==> src/common/nad_map.vh <==
// register map, field positions, reset values and address layout of the node decoder
`ifndef NAD_MAP_VH
`define NAD_MAP_VH

// ----------------------------------------------------------------
// register byte addresses
// ----------------------------------------------------------------
`define NAD_BANK_SEL_ADDR 32'h3FF00400
`define NAD_PORT_CFG_ADDR 32'h3FF00404
`define NAD_STATUS_ADDR 32'h3FF00408

// ----------------------------------------------------------------
// reset values
// ----------------------------------------------------------------
`define NAD_BANK_SEL_RST 4'h0
`define NAD_PORT_CFG_RST 5'h00

// ----------------------------------------------------------------
// port configuration fields
// ----------------------------------------------------------------
`define NAD_CFG_ATTACH_LSB 0
`define NAD_CFG_ATTACH_MSB 3
`define NAD_CFG_FOUR_CHIP 4

// ----------------------------------------------------------------
// status fields
// ----------------------------------------------------------------
`define NAD_ST_MULTI 0
`define NAD_ST_NODE_LSB 1
`define NAD_ST_NODE_MSB 2
`define NAD_ST_LOCAL_LSB 3
`define NAD_ST_LOCAL_MSB 6

// ----------------------------------------------------------------
// address layout
// ----------------------------------------------------------------
`define NAD_ADDR_W 48
`define NAD_NODE_MSB 47
`define NAD_NODE_LSB 44
`define NAD_HALF_BIT 43
`define NAD_PORT_MSB 42
`define NAD_PORT_LSB 41
`define NAD_BANK_LSB_DEF 6'h05
`define NAD_BANK_CODE_RSV 4'hF

// ----------------------------------------------------------------
// strap synchroniser fill count
// ----------------------------------------------------------------
`define NAD_SYNC_FILL 2'h3

// ----------------------------------------------------------------
// directional port numbers
// ----------------------------------------------------------------
`define NAD_PORT_EAST 2'h0
`define NAD_PORT_SOUTH 2'h1
`define NAD_PORT_WEST 2'h2
`define NAD_PORT_NORTH 2'h3

`endif

==> src/rtl/nad_decoder.v <==
// node address decoder: routes request addresses to cache banks or directional ports
//
// Chosen here: the APB interface to the registers.
`include "nad_map.vh"
`default_nettype none

module nad_decoder
(
  input wire pclk,
  input wire presetn,
  input wire psel,
  input wire penable,
  input wire pwrite,
  input wire [31:0] paddr,
  input wire [31:0] pwdata,
  output reg [31:0] prdata,
  output reg pready,
  output reg pslverr,
  input wire coherent_multichip_strap,
  input wire [1:0] node_number_strap,
  input wire req_valid,
  input wire [47:0] req_addr,
  input wire req_from_pci,
  output reg route_valid,
  output reg [47:0] route_addr,
  output reg route_to_l2,
  output reg [1:0] route_l2_bank,
  output reg route_to_port,
  output reg [1:0] route_port,
  output reg route_remote,
  output reg route_refused,
  output reg route_coherent
);

  // ----------------------------------------------------------------
  // strap synchronisers and capture
  // ----------------------------------------------------------------
  reg [2:0] multi_sync_reg;
  reg [1:0] node_s1_reg;
  reg [1:0] node_s2_reg;
  reg [1:0] node_s3_reg;
  reg [1:0] fill_cnt_reg;
  reg strap_done_reg;
  reg multi_mode_reg;
  reg [1:0] node_num_reg;

  // three flip-flop chains for the strap pins
  // the fill count tells when the last stage holds a pin value and no longer
  // the zero left by reset, so a high strap is never mistaken for a low one
  always @(posedge pclk or negedge presetn)
  begin
    if (!presetn)
    begin
      fill_cnt_reg <= 2'h0;
      multi_sync_reg <= 3'h0;
      node_s1_reg <= 2'h0;
      node_s2_reg <= 2'h0;
      node_s3_reg <= 2'h0;
    end
    else
    begin
      multi_sync_reg <= {multi_sync_reg[1:0], coherent_multichip_strap};
      node_s1_reg <= node_number_strap;
      node_s2_reg <= node_s1_reg;
      node_s3_reg <= node_s2_reg;
      if (fill_cnt_reg != `NAD_SYNC_FILL)
        fill_cnt_reg <= fill_cnt_reg + 2'h1;
    end
  end

  // straps are caught once, when both late stages agree after the chain filled;
  // only the second and third stages are read, the first may still be settling;
  // later pin changes are ignored until the next reset
  always @(posedge pclk or negedge presetn)
  begin
    if (!presetn)
    begin
      strap_done_reg <= 1'b0;
      multi_mode_reg <= 1'b0;
      node_num_reg <= 2'h0;
    end
    else if (!strap_done_reg && (fill_cnt_reg == `NAD_SYNC_FILL)
             && (multi_sync_reg[2] == multi_sync_reg[1]) && (node_s3_reg == node_s2_reg))
    begin
      strap_done_reg <= 1'b1;
      multi_mode_reg <= multi_sync_reg[2];
      node_num_reg <= node_s3_reg;
    end
  end

  // ----------------------------------------------------------------
  // registers
  // ----------------------------------------------------------------
  reg [3:0] bank_sel_reg;
  reg [4:0] port_cfg_reg;
  reg [3:0] local_node_next;
  wire [31:0] status_word;
  wire apb_setup;
  wire apb_write;
  reg [31:0] rdata_next;
  reg addr_hit_next;

  // setup phase and a completing write
  assign apb_setup = psel && !penable;
  assign apb_write = psel && penable && pready && pwrite && !pslverr;

  // local node number: zero in single chip, strap value in multichip
  // the strap gives two bits; the upper two bits of the node field stay zero
  always @*
  begin
    if (multi_mode_reg)
      local_node_next = {2'h0, node_num_reg};
    else
      local_node_next = 4'h0;
  end

  assign status_word = {25'h0, local_node_next, node_num_reg, multi_mode_reg};

  // read mux and address decode
  // unused upper bits read as zero
  always @*
  begin
    rdata_next = 32'h00000000;
    addr_hit_next = 1'b1;
    case (paddr)
      `NAD_BANK_SEL_ADDR: rdata_next = {28'h0000000, bank_sel_reg};
      `NAD_PORT_CFG_ADDR: rdata_next = {27'h0, port_cfg_reg};
      `NAD_STATUS_ADDR: rdata_next = status_word;
      default: addr_hit_next = 1'b0;
    endcase
  end

  // apb answer: ready in the first access cycle, no wait states
  // pready is raised by the setup edge itself, so it stands exactly in the access cycle
  always @(posedge pclk or negedge presetn)
  begin
    if (!presetn)
    begin
      pready <= 1'b0;
      pslverr <= 1'b0;
      prdata <= 32'h00000000;
    end
    else
    begin
      pready <= apb_setup;
      pslverr <= apb_setup && !addr_hit_next;
      if (apb_setup && !pwrite)
        prdata <= rdata_next;
    end
  end

  // writable registers, updated at the completing access edge
  // an unmapped address raises pslverr and leaves both registers untouched
  always @(posedge pclk or negedge presetn)
  begin
    if (!presetn)
    begin
      bank_sel_reg <= `NAD_BANK_SEL_RST;
      port_cfg_reg <= `NAD_PORT_CFG_RST;
    end
    else if (apb_write)
    begin
      if (paddr == `NAD_BANK_SEL_ADDR)
        bank_sel_reg <= pwdata[3:0];
      if (paddr == `NAD_PORT_CFG_ADDR)
        port_cfg_reg <= pwdata[4:0];
    end
  end

  // ----------------------------------------------------------------
  // address decode
  // ----------------------------------------------------------------
  reg [5:0] bank_lsb_next;
  reg [1:0] bank_next;
  reg [3:0] node_field_next;
  reg node_ok_next;
  reg is_local_next;
  reg to_l2_next;
  reg to_port_next;
  reg [1:0] port_next;
  reg remote_next;
  reg refused_next;
  reg [47:0] shifted_addr;

  // low bit of the interleave pair
  // codes 0 and 15 both give the reset pair; 15 is held back as reserved
  always @*
  begin
    if (bank_sel_reg == `NAD_BANK_CODE_RSV)
      bank_lsb_next = `NAD_BANK_LSB_DEF;
    else if (bank_sel_reg == 4'h0)
      bank_lsb_next = `NAD_BANK_LSB_DEF;
    else
      bank_lsb_next = {1'b0, bank_sel_reg, 1'b0} + 6'h06;
  end

  // bank pick from the selected pair
  // the shift is by at most 34, so the pair never runs past bit 47
  always @*
  begin
    shifted_addr = req_addr >> bank_lsb_next;
    bank_next = shifted_addr[1:0];
  end

  // node field, locality and target choice
  // a bad node is refused first; a remote node leaves by the port named by its low
  // bits, and a local one splits on bit 43 between cache banks and directional ports
  always @*
  begin
    node_field_next = req_addr[`NAD_NODE_MSB:`NAD_NODE_LSB];
    is_local_next = (node_field_next == local_node_next);
    if (!multi_mode_reg)
      node_ok_next = is_local_next;
    else if (port_cfg_reg[`NAD_CFG_FOUR_CHIP])
      node_ok_next = (node_field_next[3:2] == 2'h0);
    else
      node_ok_next = (node_field_next[3:1] == 3'h0);
    to_l2_next = 1'b0;
    to_port_next = 1'b0;
    port_next = `NAD_PORT_EAST;
    remote_next = 1'b0;
    refused_next = 1'b0;
    if (!node_ok_next)
      refused_next = 1'b1;
    else if (!is_local_next)
    begin
      remote_next = 1'b1;
      to_port_next = 1'b1;
      port_next = node_field_next[1:0];
      refused_next = !port_cfg_reg[node_field_next[1:0]];
    end
    else if (!req_addr[`NAD_HALF_BIT])
      to_l2_next = 1'b1;
    else
    begin
      port_next = req_addr[`NAD_PORT_MSB:`NAD_PORT_LSB];
      if (port_cfg_reg[req_addr[`NAD_PORT_MSB:`NAD_PORT_LSB]])
        to_port_next = 1'b1;
      else
        refused_next = 1'b1;
    end
  end

  // ----------------------------------------------------------------
  // route outputs, one cycle after the request
  // ----------------------------------------------------------------
  // strobes drop back to zero between requests; address, bank, port and remote
  // keep their last value so a consumer may look at them late
  always @(posedge pclk or negedge presetn)
  begin
    if (!presetn)
    begin
      route_valid <= 1'b0;
      route_addr <= 48'h000000000000;
      route_to_l2 <= 1'b0;
      route_l2_bank <= 2'h0;
      route_to_port <= 1'b0;
      route_port <= 2'h0;
      route_remote <= 1'b0;
      route_refused <= 1'b0;
      route_coherent <= 1'b0;
    end
    else
    begin
      route_valid <= req_valid;
      if (req_valid)
      begin
        route_addr <= req_addr;
        route_to_l2 <= to_l2_next;
        route_l2_bank <= to_l2_next ? bank_next : 2'h0;
        route_to_port <= to_port_next;
        route_port <= port_next;
        route_remote <= remote_next;
        route_refused <= refused_next;
        route_coherent <= !req_from_pci && !refused_next;
      end
      else
      begin
        route_to_l2 <= 1'b0;
        route_to_port <= 1'b0;
        route_refused <= 1'b0;
        route_coherent <= 1'b0;
      end
    end
  end

endmodule // nad_decoder

`default_nettype wire

==> config.mk <==
export PLATFORM = sky130hd
export DESIGN_NAME = nad_decoder
export DESIGN_NICKNAME = d
export VERILOG_FILES = /design/src/rtl/nad_decoder.v
export VERILOG_INCLUDE_DIRS = /design/src /design/src/common
export SDC_FILE = /design/constraint.sdc
export NUM_CORES = 1
export LEC_CHECK = 0
export ABC_CLOCK_PERIOD_IN_PS = 9100
export BUFFER_PORTS_ARGS = -buffer_cell sky130_fd_sc_hd__buf_2
export CAP_MARGIN = 20
export CORE_ASPECT_RATIO = 1.25
export CORE_MARGIN = 2
export CORE_UTILIZATION = 45
export DETAILED_ROUTE_END_ITERATION = 16
export PLACE_DENSITY = 0.81
export SKIP_CTS_REPAIR_TIMING = 1
export SLEW_MARGIN = 30
export SYNTH_ARGS = -nofsm -noshare
export SYNTH_HDL_FRONTEND = slang
export SYNTH_SLANG_ARGS = --single-unit
==> constraint.sdc <==
create_clock -name pclk -period 9.1 [get_ports pclk]
set_input_delay 0 -clock pclk [delete_from_list [all_inputs] [get_ports pclk]]
set_output_delay 0 -clock pclk [all_outputs]
set_load 0.02 [all_outputs]
==> impl_metrics.csv <==
group,metric,value,unit
cells_and_area,layout_commonest_cell,"buf_2",
worst_hold_path,min_path_type,"primary input to register",
placement,hpwl,8160,um
cells_and_area,area.sequential,0.00223,sq mm
power_and_ir_drop,power,0.00102,W
setup_path,worst_ep_required_time,9.33,ns
setup_path,crit_type,"register to register",
power_and_ir_drop,seqPwrFrac,44.8,%
floorplan,io_pins,214,
placement,post-place-ws,6.21,ns
placement,gp_congestion,0.866,
cells_and_area,fillers,758,
setup_path,critPathLaunch,"bank_sel_reg[0]",
worst_hold_path,holdCritStartpoint,"req_addr[43]",
cells_and_area,drive_above_1_share,45.8,%
synthesis,synth_warnings,0,
run_status,status,"finished clean",
sta,tns,0,ns
setup_path,critPathCaptureType,"register",
sta,finalHoldViolCount,0,
sta,finalCriticalPeriod,2.87,ns
power_and_ir_drop,internal-power,0.000742,W
cells_and_area,stdcell_count,703,
power_and_ir_drop,sw_frac_of_total,27.3,%
cells_and_area,area_delta_synth_final,37.1,%
power_and_ir_drop,combPwrFrac,19.0,%
power_and_ir_drop,ir_drop,0.000131,V
setup_path,cp_max_fo,25,
route,dr.pass1.iters,4,
setup_path,r2r-start,"bank_sel_reg[0]",
synthesis,syn_avg_cell_area,12.7,sq um
synthesis,mappedNetlistArea,0.00454,sq mm
grt,grt_max_degree,90,
synthesis,yosysSeqAreaShare,49.0,%
route,vias_per_cell,5.19,
grt,grt-ovfl-total,0,
floorplan,die_h,116,um
route,wirelength,12100,um
clock_network,cts.sinks,89,
placement,place_inst,628,
grt,antenna_found_initial,0,
clock_network,clockRootBuffer,"clkbuf_16",
clock_network,cts_tree,"yes",
synthesis,synthArstFlopShare,100,%
placement,port_buffers,159,
grt,grt_pass1_vias,3227,
cells_and_area,finalNetCount,694,
setup_path,start_kind,"register",
route,drt-initial-drc-count,142,
route,via_count,3652,
power_and_ir_drop,clock_power_share,36.2,%
clock_network,clockBufferDepth,2,
cells_and_area,multiInputGateArea,0.00211,sq mm
clock_network,insertion_delay,0.34,ns
sta,fin_ws,6.23,ns
cells_and_area,num_antenna_cells,0,
clock_network,cts.clk_slew.worst_paths,0.07,ns
sta,timing_worst_slew_pin_value,0.782,ns
sta,slew-limit-headroom,47.9,%
power_and_ir_drop,pwr_density_cell,164,mW/mm^2
grt,grt_first_pass_wirelength,16200,um
synthesis,synth_edf_count,0,
clock_network,h-tree-depth,3,
sta,rsz0062_at_grt,"no",
job,maxCapViolations,0,
floorplan,dieWidth,93.9,um
power_and_ir_drop,p_switching,0.000279,W
sta,final_max_slew_viol_count,0,
power_and_ir_drop,p_leak,2.96,nW
floorplan,fp-row-count,41,
sta,final.setup_skew,0.00349,ns
sta,setup_viol,0,
sta,fin_crit_sh,31.5,%
route,postRouteAntennaNets,0,
sta,clock.fmax,0.349,GHz
sta,hold_ws,0.00292,ns
floorplan,start_util,45.7,%
clock_network,numCtsBuffers,9,
route,wl_per_cell,17.3,um
synthesis,synth_ff_type,"dfrtp_1",
synthesis,synth_cell_types,52,
cells_and_area,largest_reg_flops,48,
setup_path,arrival,3.09,ns
synthesis,synthCells,359,
route,drt_drc_violations_left,0,
grt,grt_usage,19.6,%
floorplan,design.core.area,0.00995,sq mm
floorplan,die_area,0.0109,sq mm
synthesis,ys_ff_latch,89,
cells_and_area,mostFrequentLayoutCells,"buf_2 (157), dfrtp_1 (89), mux2_2 (72)",
==> path summary, 6_finish.rpt <==
| kind | cells after the start | slack (ns) | endpoint |
|---|---|---|---|
| max | 9 | 6.23 | route_l2_bank[1] |
| min | 2 | 0.003 | route_addr[43] |
| max reg2reg | 9 | 6.23 | route_l2_bank[1] |
| min reg2reg | 0 | 0.35 | node_s2_reg[0] |
| max in group asynchronous | 2 | 8.29 | route_addr[23] |
| min in group asynchronous | 2 | 0.29 | route_addr[43] |
==> layer usage <==
metal / track usage (%) / vias to the layer above / share of wire [%]
met2: 36.3 / 173 / 57
met5: 0 / - / 0
li1: - / 1668 / -
met3: 5.23 / 24 / 6.1
met4: 6.57 / 0 / 2.4
met1: 21.6 / 1787 / 34
==> power by group through the flow <==
stage | logic [W] | clock network (W) | registers (W)
6_report | 0.000194 | 0.000369 | 0.000457
5_1_grt | 0.000210 | 0.000397 | 0.000462
4_1_cts | 0.000173 | 0.000377 | 0.000456
3_5_place_dp | 0.000172 | 0 | 0.000463
3_3_place_gp | 0.000168 | 0 | 0.000461
2_1_floorplan | 0.0000825 | 0 | 0.000488
==> cell usage after synthesis (all sizes together), types with 2 or more instances <==
master,instances,share of area (%)
xnor2,2,0.39
or4,2,0.33
nand3,3,0.33
o21ai,4,0.44
xor2,3,0.58
nand2b,7,0.96
o31ai,5,0.83
mux4,10,5.0
dfrtp,89,49
nor4b,2,0.72
ha,3,0.83
and2,3,0.41
or3,2,0.28
a2bb2oi,2,0.39
mux2,73,18
nor4,2,0.41
clkbuf,12,0.99
buf,35,5.2
o221ai,2,0.39
nor3,6,0.66
a21oi,13,1.4
nand4b,5,0.96
nand2,11,0.96
o2bb2ai,4,0.77
inv,6,0.50
mux2i,20,4.4
nor2,12,0.99
nor2b,3,0.41
==> cell families after synthesis <==
group                      after synthesis  synth area share [%]
xor gates and xnor gates                 5                 0.964
muxes                                  103                  27.5
adders and majority gates                3                 0.826
and+or+nand+nor                         64                  8.65
other                                    1                0.0825
DFF                                     89                  49.0
buffers and inverters                   53                  6.69
AOI/OAI and AO/OA                       41                  6.33
==> area by class of cell <==
cell class,count,area share [%]
repair buffers,220,22.6
clock buffers,12,3.96
inverters,6,0.362
flip-flops and latches,89,35.8
well taps,129,2.59
multi-input cells,243,33.9
clock inverters,4,0.823
==> per-stage QoR <==
stage,area (sq um),utilization (%)
after global placement,5340,53.6
after global routing,6230,62.6
after floorplan,4640,-
final,6230,62.6
after detailed placement,5340,53.7
after CTS,5640,56.7
==> worst max-delay path: stages, from the launching register on <==
cell and delay [ns]:
dfrtp_1 0.36, buf_4 0.24, ha_1 0.30, and2_1 0.20
a22oi_1 0.18, buf_4 0.25, mux4_2 0.52, mux2i_1 0.22
mux2i_1 0.12, a221o_1 0.34
(Power assumes the default switching activity.)
